==> src/szp_consts.vh <==
// constants for the slot write and zone lock policy checker
// assumes inclusion by szp_policy.v only; all values are `define macros
//
// What this block does
// - write policy bits 15:12, pointer 11:8
// - bit 7 marks slot secret, no clear reads
// - policy 000x allows clear writes, 4 or 32
// - policy 001x or 10xx refuses all writes
// - bit 14: encrypted MAC writes, no 4-byte
// - bit 13 zero: no key derivation target
// - bit 12 selects roll or create source
// - bit 15 demands authorising MAC for derivation
// - create takes key from target's pointer slot
// - secret slot rejects 4-byte reads and writes
// - self-pointing encrypted write authenticates with current key
// - config bytes 0-12 never written, always read
// - id: 24 fixed bits always hashed, low 32 of the 48 die bits optional
// - lock bytes 87/86 changed only by lock
// - lock value 0x55 means unlocked
// - config writes only while unlocked, reads always
// - data/one-time access errors before config lock
// - data: write-only unlocked, policy-limited after lock
// - one-time zone write-only between the locks
// - read-only one-time mode: reads after both locks, writes between them still pass
// - legacy mode: words 0,1 hidden, 4-byte reads
// - unprogrammed one-time bits read as one
// - revision bytes always readable
`ifndef SZP_CONSTS_VH
`define SZP_CONSTS_VH
`define SZP_REG_CMD 8'h00
`define SZP_REG_ARG 8'h04
`define SZP_REG_RESULT 8'h08
`define SZP_REG_SLOTSEL 8'h0C
`define SZP_REG_POLICY 8'h10
`define SZP_REG_OTP_POLICY 8'h14
`define SZP_REG_DATA_LOCK 8'h56
`define SZP_REG_CFG_LOCK 8'h57
`define SZP_REG_OTPWORD 8'h18
`define SZP_REG_HASHSEL 8'h1C
`define SZP_UNLOCKED 8'h55
`define SZP_LOCKED 8'h00
`define SZP_OTP_READONLY 8'hAA
`define SZP_OTP_LEGACY 8'h00
`define SZP_OTP_ERASED 32'hFFFF_FFFF
`define SZP_CFG_FIXED_LAST 7'h0C
`define SZP_CFG_REV_FIRST 7'h04
`define SZP_CFG_REV_LAST 7'h07
`define SZP_CFG_LOCKDATA_ADDR 7'h56
`define SZP_CFG_LOCKCFG_ADDR 7'h57
`define SZP_OP_READ 3'h0
`define SZP_OP_WRITE 3'h1
`define SZP_OP_DERIVE 3'h2
`define SZP_OP_LOCK_CFG 3'h3
`define SZP_OP_LOCK_DATA 3'h4
`define SZP_ZONE_CFG 2'h0
`define SZP_ZONE_OTP 2'h1
`define SZP_ZONE_DATA 2'h2
`define SZP_WP_MSB 15
`define SZP_WP_LSB 12
`define SZP_PTR_MSB 11
`define SZP_PTR_LSB 8
`define SZP_SECRET_BIT 7
`define SZP_ST_OK 8'h00
`define SZP_ST_ERR 8'h0F
`define SZP_ID_FIXED_BITS 24
`define SZP_ID_DIE_BITS 48
`endif

==> src/szp_policy.v <==
// slot write and zone lock permission checker behind an avalon-mm slave
// assumes a master that holds requests until waitrequest is low
`timescale 1ns/1ps
`default_nettype none
`include "szp_consts.vh"
module szp_policy #(
  parameter SLOTS = 16,
  parameter OTP_WORDS = 16,
  parameter [23:0] ID_FIXED = 24'h5A_A5C3
) (
  input wire clk,
  input wire sys_rst,
  input wire clkEn,
  input wire [7:0] address,
  input wire read,
  input wire write,
  input wire [31:0] writedata,
  input wire [3:0] byteenable,
  output reg [31:0] readdata,
  output wire waitrequest,
  output reg [31:0] hashIdWord,
  output reg [23:0] hashIdFixed,
  output reg useDieId,
  output reg derivePermit,
  output reg deriveNeedsMac,
  output reg [3:0] deriveSourceSlot,
  output reg writeNeedsMac,
  output reg [3:0] writeAuthSlot
);

  // ID_FIXED: arbitrary value, stands in for the fixed id bits
  ////////////////////////////////////////////////////////////////////////
  reg [15:0] slotPolicyWord [0:SLOTS-1];
  reg [31:0] otpMem [0:OTP_WORDS-1];
  reg [7:0] configZoneLockByte;
  reg [7:0] dataZoneLockByte;
  reg [7:0] onePolicyByte;
  reg [47:0] dieId;
  reg [31:0] argReg;
  reg [3:0] slotSel;
  reg [7:0] status;
  reg [31:0] resultData;
  reg ack;
  reg [4:0] i;

  // argument fields: [2:0] op, [4:3] zone, [11:5] cfg byte, [8:5] otp word,
  // [15:12] slot, [16] long (32-byte), [17] encrypted+mac ok, [18] die id
  wire [2:0] op = argReg[2:0];
  wire [1:0] zone = argReg[4:3];
  wire [6:0] cfgAddr = argReg[11:5];
  wire [3:0] otpIdx = argReg[8:5];
  wire [3:0] slot = argReg[15:12];
  wire isLong = argReg[16];
  wire macOk = argReg[17];
  wire wantDieId = argReg[18];

  function unlockedByte;
    input [7:0] b;
    begin
      unlockedByte = (b == `SZP_UNLOCKED);
    end
  endfunction

  wire cfgUnlocked = unlockedByte(configZoneLockByte);
  wire dataUnlocked = unlockedByte(dataZoneLockByte);
  wire [15:0] tgtPol = slotPolicyWord[slot];
  wire [3:0] wp = tgtPol[`SZP_WP_MSB:`SZP_WP_LSB];
  wire [3:0] wptr = tgtPol[`SZP_PTR_MSB:`SZP_PTR_LSB];
  wire secret = tgtPol[`SZP_SECRET_BIT];

  ////////////////////////////////////////////////////////////////////////
  // permission decode
  reg allow;
  always @* begin
    allow = 1'b0;
    case (op)
      `SZP_OP_READ: begin
        case (zone)
          `SZP_ZONE_CFG: allow = 1'b1;
          `SZP_ZONE_DATA:
            // secret slots are never clear-read here
            allow = !cfgUnlocked && !dataUnlocked && !secret &&
              (isLong || !secret);
          `SZP_ZONE_OTP: begin
            if (cfgUnlocked || dataUnlocked)
              allow = 1'b0;
            else if (onePolicyByte == `SZP_OTP_LEGACY)
              allow = !isLong && (otpIdx > 4'h1);
            else
              allow = (onePolicyByte == `SZP_OTP_READONLY);
          end
          default: allow = 1'b0;
        endcase
      end
      `SZP_OP_WRITE: begin
        case (zone)
          `SZP_ZONE_CFG:
            allow = cfgUnlocked && (cfgAddr > `SZP_CFG_FIXED_LAST) &&
              (cfgAddr != `SZP_CFG_LOCKDATA_ADDR) &&
              (cfgAddr != `SZP_CFG_LOCKCFG_ADDR);
          `SZP_ZONE_OTP:
            allow = !cfgUnlocked && dataUnlocked;
          `SZP_ZONE_DATA: begin
            if (cfgUnlocked)
              allow = 1'b0;
            else if (dataUnlocked)
              allow = 1'b1;
            else if (wp[2])
              allow = macOk && isLong;
            else if (wp[3:1] == 3'b000)
              allow = !secret || isLong;
            else
              allow = 1'b0;
          end
          default: allow = 1'b0;
        endcase
      end
      `SZP_OP_DERIVE:
        allow = !cfgUnlocked && !dataUnlocked && wp[1] &&
          (macOk || !wp[3]);
      `SZP_OP_LOCK_CFG: allow = cfgUnlocked;
      `SZP_OP_LOCK_DATA: allow = !cfgUnlocked && dataUnlocked;
      default: allow = 1'b0;
    endcase
  end

  ////////////////////////////////////////////////////////////////////////
  // bus slave: one wait cycle, answer on the second edge
  // reads are looked up on the first edge, so readdata already stands
  // when waitrequest drops; writes land only on the edge that ends the
  // wait, so a master that gives up early changes nothing
  reg [4:0] j;
  wire busReq = read || write;
  wire wrTake = write && ack;
  wire rdLook = read && !ack;
  wire cmdTake = wrTake && (address == `SZP_REG_CMD);
  wire cmdPass = cmdTake && allow;
  wire cfgOpen = wrTake && cfgUnlocked;

  function regHit;
    input [7:0] a;
    input [7:0] r;
    begin
      regHit = (a == r);
    end
  endfunction

  function [31:0] byteWord;
    input [7:0] b;
    begin
      byteWord = {24'h00_0000, b};
    end
  endfunction

  // fixed single wait state, no timeout needed on our side
  assign waitrequest = busReq && !ack;

  ////////////////////////////////////////////////////////////////////////
  // handshake state
  always @(posedge clk) begin
    if (sys_rst) begin
      ack <= 1'b0;
    end else if (clkEn) begin
      ack <= busReq && !ack;
    end
  end

  ////////////////////////////////////////////////////////////////////////
  // command argument and slot select
  always @(posedge clk) begin
    if (sys_rst) begin
      argReg <= 32'h0000_0000;
      slotSel <= 4'h0;
    end else if (clkEn) begin
      if (wrTake && regHit(address, `SZP_REG_ARG)) begin
        argReg <= writedata;
      end
      if (wrTake && regHit(address, `SZP_REG_SLOTSEL)) begin
        slotSel <= writedata[3:0];
      end
    end
  end

  ////////////////////////////////////////////////////////////////////////
  // policy words, one-time policy and die id: frozen once config locks
  always @(posedge clk) begin
    if (sys_rst) begin
      for (i = 5'h00; i < SLOTS; i = i + 5'h01) begin
        slotPolicyWord[i[3:0]] <= 16'h0000;
      end
      onePolicyByte <= `SZP_OTP_READONLY;
      dieId <= 48'h0000_0000_0000;
    end else if (clkEn) begin
      if (cfgOpen && regHit(address, `SZP_REG_POLICY)) begin
        slotPolicyWord[slotSel] <= writedata[15:0];
      end
      if (cfgOpen && regHit(address, `SZP_REG_OTP_POLICY)) begin
        onePolicyByte <= writedata[7:0];
      end
      if (cfgOpen && regHit(address, `SZP_REG_OTPWORD)) begin
        // die id shifts in a word at a time
        dieId <= {dieId[15:0], writedata};
      end
    end
  end

  ////////////////////////////////////////////////////////////////////////
  // one-time words
  always @(posedge clk) begin
    if (sys_rst) begin
      for (j = 5'h00; j < OTP_WORDS; j = j + 5'h01) begin
        otpMem[j[3:0]] <= `SZP_OTP_ERASED;
      end
    end else if (clkEn) begin
      if (cmdPass && (op == `SZP_OP_WRITE) && (zone == `SZP_ZONE_OTP)) begin
        // programming only clears bits, as a fuse array would
        otpMem[otpIdx] <= otpMem[otpIdx] & writedata;
      end
    end
  end

  ////////////////////////////////////////////////////////////////////////
  // lock bytes
  always @(posedge clk) begin
    if (sys_rst) begin
      configZoneLockByte <= `SZP_UNLOCKED;
      dataZoneLockByte <= `SZP_UNLOCKED;
    end else if (clkEn) begin
      // only the lock ops move these, and never back to open
      if (cmdPass && (op == `SZP_OP_LOCK_CFG)) begin
        configZoneLockByte <= `SZP_LOCKED;
      end
      if (cmdPass && (op == `SZP_OP_LOCK_DATA)) begin
        dataZoneLockByte <= `SZP_LOCKED;
      end
    end
  end

  ////////////////////////////////////////////////////////////////////////
  // status and result word
  always @(posedge clk) begin
    if (sys_rst) begin
      status <= `SZP_ST_OK;
      resultData <= 32'h0000_0000;
    end else if (clkEn) begin
      if (cmdTake) begin
        if (allow) begin
          status <= `SZP_ST_OK;
        end else begin
          status <= `SZP_ST_ERR;
        end
      end
      if (cmdPass && (op == `SZP_OP_READ)) begin
        if (zone == `SZP_ZONE_OTP) begin
          resultData <= otpMem[otpIdx];
        end else begin
          resultData <= {16'h0000, tgtPol};
        end
      end
    end
  end

  ////////////////////////////////////////////////////////////////////////
  // write authorisation outputs
  always @(posedge clk) begin
    if (sys_rst) begin
      writeNeedsMac <= 1'b0;
      writeAuthSlot <= 4'h0;
    end else if (clkEn) begin
      if (cmdTake) begin
        writeNeedsMac <= 1'b0;
      end
      if (cmdPass && (op == `SZP_OP_WRITE)) begin
        // a self pointer means the current key authenticates
        writeNeedsMac <= !dataUnlocked && wp[2];
        writeAuthSlot <= wptr;
      end
    end
  end

  ////////////////////////////////////////////////////////////////////////
  // key derivation outputs
  always @(posedge clk) begin
    if (sys_rst) begin
      derivePermit <= 1'b0;
      deriveNeedsMac <= 1'b0;
      deriveSourceSlot <= 4'h0;
    end else if (clkEn) begin
      if (cmdTake) begin
        derivePermit <= 1'b0;
      end
      if (cmdPass && (op == `SZP_OP_DERIVE)) begin
        derivePermit <= 1'b1;
        deriveNeedsMac <= wp[3];
        // create: parent via pointer; roll: the target
        if (wp[0]) begin
          deriveSourceSlot <= wptr;
        end else begin
          deriveSourceSlot <= slot;
        end
      end
    end
  end

  ////////////////////////////////////////////////////////////////////////
  // id bits handed to the hash engine
  always @(posedge clk) begin
    if (sys_rst) begin
      hashIdWord <= 32'h0000_0000;
      hashIdFixed <= 24'h00_0000;
      useDieId <= 1'b0;
    end else if (clkEn) begin
      if (cmdTake) begin
        hashIdFixed <= ID_FIXED;
        useDieId <= wantDieId;
        if (wantDieId) begin
          hashIdWord <= dieId[31:0];
        end else begin
          // die bits kept off the hash unless asked for
          hashIdWord <= 32'h0000_0000;
        end
      end
    end
  end

  ////////////////////////////////////////////////////////////////////////
  // read data, registered on the first edge of a read
  always @(posedge clk) begin
    if (sys_rst) begin
      readdata <= 32'h0000_0000;
    end else if (clkEn) begin
      if (rdLook) begin
        case (address)
          `SZP_REG_ARG: readdata <= argReg;
          `SZP_REG_RESULT: readdata <= resultData;
          `SZP_REG_CMD: readdata <= byteWord(status);
          `SZP_REG_SLOTSEL: readdata <= {28'h000_0000, slotSel};
          `SZP_REG_POLICY: readdata <= {16'h0000, slotPolicyWord[slotSel]};
          `SZP_REG_OTP_POLICY: readdata <= byteWord(onePolicyByte);
          `SZP_REG_DATA_LOCK: readdata <= byteWord(dataZoneLockByte);
          `SZP_REG_CFG_LOCK: readdata <= byteWord(configZoneLockByte);
          `SZP_REG_HASHSEL: readdata <= {8'h00, ID_FIXED};
          // unmapped addresses read as zero
          default: readdata <= 32'h0000_0000;
        endcase
      end
    end
  end

endmodule
`default_nettype wire

==> config.mk <==
export PLATFORM = sky130hd
export DESIGN_NAME = szp_policy
export DESIGN_NICKNAME = d
export VERILOG_FILES = /design/src/szp_policy.v
export VERILOG_INCLUDE_DIRS = /design/src
export SDC_FILE = /design/constraint.sdc
export NUM_CORES = 2
export LEC_CHECK = 0
export ABC_AREA = 0
export BUFFER_PORTS_ARGS = -buffer_cell sky130_fd_sc_hd__buf_2
export CAP_MARGIN = 20
export CORE_AREA = 10 10 477 362
export CTS_CLUSTER_DIAMETER = 30
export DETAILED_ROUTE_END_ITERATION = 8
export DIE_AREA = 0 0 487 372
export PLACE_DENSITY = 0.41
export SKIP_CTS_REPAIR_TIMING = 1
export SYNTH_ARGS = -nofsm -noshare
export SYNTH_HDL_FRONTEND = slang
export SYNTH_SLANG_ARGS = --single-unit
export TNS_END_PERCENT = 20
==> constraint.sdc <==
create_clock -name clk -period 3.15 [get_ports clk]
set_input_delay 0.1575 -clock clk [delete_from_list [all_inputs] [get_ports clk]]
set_output_delay 0.1575 -clock clk [all_outputs]
set_load 0.01 [all_outputs]
==> results.json <==
{
  "status": "complete, but fails checks",
  "violations": "negative hold slack",
  "grt_use_met2_pct": 24.3,
  "maxSlewHeadroom_pct": 33.5,
  "fin_nets": 3659,
  "start_util_pct": 26.8,
  "numPortBuffers": 133,
  "vias": 29200,
  "yosys_most_used_dff": "edfxtp_1",
  "synth_edf_count": 768,
  "area_growth_pct": 29.8,
  "crit_path_end_kind": "flip-flop",
  "synth-simple-area-share_pct": 14.4,
  "fin_tns_setup_ns": 0,
  "grt_pass1_wl_mm": 228,
  "path_clk_slew_ns": 0.05,
  "die_width_um": 487,
  "dpl.hpwl_mm": 107,
  "required_ns": 3.71,
  "fin_ws_ns": 0.0650,
  "synthAdderAreaFrac_pct": 0,
  "synth_xor_area_share_pct": 0,
  "place_congestion": 0.811,
  "arrival_ns": 3.65,
  "via_per_inst": 4.90,
  "setup_viol": 0,
  "place_area_um2": 48900,
  "netlist_instances": 3271,
  "p_sw_mw": 8.54,
  "hp-class": "primary input to flip-flop",
  "slew_violations": 0,
  "swShare_pct": 22.5,
  "cts_root_buf": "clkbuf_16",
  "drive_above_1_share_pct": 30.4,
  "fp-row-count": 129,
  "design.die.area_um2": 181000,
  "grt_most_used_layer": "met1",
  "grt_usage_pct": 17.5,
  "cts_sinks": 969,
  "hold_slack_ns": -0.0423,
  "min_period_over_period_pct": 97.9,
  "detail_route.iter0.violations": 2820,
  "routed_wl_mm": 162,
  "max_slew.worst_pin.slew_ns": 0.996,
  "cap_violations": 0,
  "cts_made_buffers": 211,
  "ys_seq_area_share_pct": 61.8,
  "grt_max_degree": 69,
  "path_class": "flip-flop to flip-flop",
  "seq_power_share_pct": 37.7,
  "dp_slack_ns": -0.223,
  "core_um2": 164000,
  "synth_compound_area_share_pct": 3.83,
  "met1_usage_pct": 26.4,
  "drc_errors": 0,
  "grt_overflow": 0,
  "drt-wirelength-per-cell_um": 27.3,
  "hold_viol_final": 2,
  "ys_types": 59,
  "final.min_clock_period_ns": 3.09,
  "comb_power_share_pct": 3.3,
  "drtAntennaViolNets": 0,
  "synth_area_um2": 43800,
  "cts_max_level": 4,
  "p_clk_share_pct": 59.0,
  "async_reset_ff_share_pct": 0,
  "synthMuxAreaShare_pct": 16.6,
  "grt_pass1_vias": 29100,
  "dr.pass1.iters": 7,
  "clock_latency_ns": 0.84,
  "internal_power_mw": 29.4,
  "n_fill_cell": 15900,
  "peakVddDrop_mv": 0.542,
  "rsz0062_at_grt": "yes",
  "fp.dieH_um": 372,
  "p_per_area_nw_per_um2": 667,
  "grt_antenna_before_repair": 21,
  "final_area_um2": 56900,
  "cts.path.max_buffers": 3,
  "dp.cells": 5516,
  "start_kind": "flip-flop",
  "finClkSkew_ns": 0.0654,
  "io_pins": 150,
  "synth_seq_cells": 969,
  "leakage_nw": 18.5,
  "clock.fmax_ghz": 0.324,
  "grt_use_met3_pct": 4.87,
  "cts_tree": "built",
  "fin_cells": 5958,
  "crit_path_max_fanout": 16,
  "synth_top_family_by_area": "multiplexers",
  "synth-warning-count": 0,
  "synth.avg_cell_area_um2": 13.4
}
[kinds of logic (layout without fill, tap and decap cells)]
group           Yosys count  in the layout
simple gates           1354           1354
flops                   969            969
buf+inv                 339            849
mux                     335            335
compound gates          273            273
other cells               1             17
[synth_stat cells, drive strengths merged (3+ instances only)]
cell type  instances  share of area [%]
a222oi             5               0.11
nand4              6              0.086
nand3             61               0.70
a22o              13               0.26
mux4             313                 16
or3                5              0.071
nor2              75               0.64
o21ai             52               0.59
a221o              9               0.21
o211ai             3              0.051
nand2b            48               0.69
nor4              25               0.45
and3               7               0.10
nor3              69               0.93
buf              120                1.5
edfxtp           768                 53
a22oi             29               0.50
or2               36               0.51
nor2b              6              0.086
clkinv             4              0.034
and2             198                2.8
nor3b              6               0.10
and4               4              0.080
a21o               3              0.051
a221oi             5               0.10
clkbuf           215                1.8
nand3b            15               0.26
nand2            785                6.7
mux2i             20               0.46
a21oi            132                1.5
dfxtp            201                9.2
a211o              4              0.080
or4                3              0.051
[cell type report]
| class | instances | area (µm²) | share of cell area (%) |
|---|---|---|---|
| Clock inverter | 138 | 1700 | 2.98 |
| Inverter | 4 | 15.0 | 0.0264 |
| Timing Repair Buffer | 450 | 4250 | 7.48 |
| Antenna cell | 5 | 12.5 | 0.0220 |
| Sequential cell | 969 | 27100 | 47.7 |
| Multi-Input combinational cell | 1974 | 15500 | 27.3 |
| Tap cell | 2161 | 2700 | 4.75 |
| Clock buffer | 257 | 5570 | 9.80 |
[layout by cell type (no fill, tap or decap), types with 6 or more instances in the layout]
cell type,instances
a21oi_1,130
clkbuf_1,35
a22o_1,13
nor3_1,56
and2_1,197
o21ai_0,52
clkinv_4,12
nand4_1,6
clkinv_2,38
clkinv_16,6
dlygate4sd3_1,35
nor3b_1,6
conb_1,12
nor4_1,21
mux4_2,313
clkinv_1,23
a221o_1,9
or2_2,22
buf_12,81
bufinv_16,27
a22oi_1,28
nand3b_1,15
nand3_1,61
buf_2,132
clkbuf_8,11
nor2_1,74
or2_4,14
clkinvlp_4,25
dfxtp_4,6
buf_4,185
edfxtp_1,768
nand2_1,785
dfxtp_1,190
mux2i_1,20
nand2b_1,48
buf_6,9
nor3_4,12
buf_8,6
clkbuf_16,213
[state kept, by name, summed over array words and instances (netlist names), named ones only]
name                count
otpMem                512
slotPolicyWord        256
argReg                 32
dieId                  32
hashIdWord             32
readdata               32
resultData             32
onePolicyByte           8
deriveSourceSlot        4
slotSel                 4
writeAuthSlot           4
ack                     1
configZoneLockByte      1
dataZoneLockByte        1
deriveNeedsMac          1
derivePermit            1
hashIdFixed             1
status                  1
useDieId                1
writeNeedsMac           1
[per-stage QoR]
stage / utilization [%] / total power [mW]
CTS: 34.3 / 38.3
global placement: 29.9 / 15.8
floorplan: - / 15.0
global route: 34.7 / 39.0
finish: 34.7 / 37.9
detailed placement: 29.9 / 15.8
[routing by layer]
metal	vias to the layer above	share of wire, %
li1	12800	-
met1	15100	49
met2	1090	41
met3	212	7.9
met4	12	2.1
met5	-	0.040
[power by group through the flow]
| stage | Sequential, mW | Clock [mW] | Combinational [mW] |
|---|---|---|---|
| 2_1_floorplan | 14.5 | 0 | 0.535 |
| 3_3_place_gp | 14.5 | 0 | 1.23 |
| 3_5_place_dp | 14.5 | 0 | 1.23 |
| 4_1_cts | 14.3 | 22.7 | 1.24 |
| 5_1_grt | 14.3 | 23.4 | 1.33 |
| 6_report | 14.3 | 22.4 | 1.26 |
[worst max-delay path, stage by stage (launching register included)]
cell and delay (ns):
dfxtp_4 0.36, buf_6 0.14, buf_12 0.12, mux4_2 0.50
o22ai_2 0.17, o21a_1 0.18, o221ai_1 0.13, o211a_4 0.30
buf_6 0.15, nor4_4 0.27, buf_4 0.18, buf_6 0.21
nand2_1 0.08
[path summary, 6_finish.rpt]
| check | from | endpoint | slack, ns | cells past startpoint |
|---|---|---|---|---|
| max | flip-flop | otpMem[14][18] | 0.06 | 12 |
| min reg2reg | hashIdWord[11] | hashIdWord[11] | 0.45 | 2 |
| max reg2reg | flip-flop | otpMem[14][18] | 0.06 | 12 |
| min | writedata[9] | argReg[9] | -0.04 | 3 |
(Power assumes the default switching activity.)
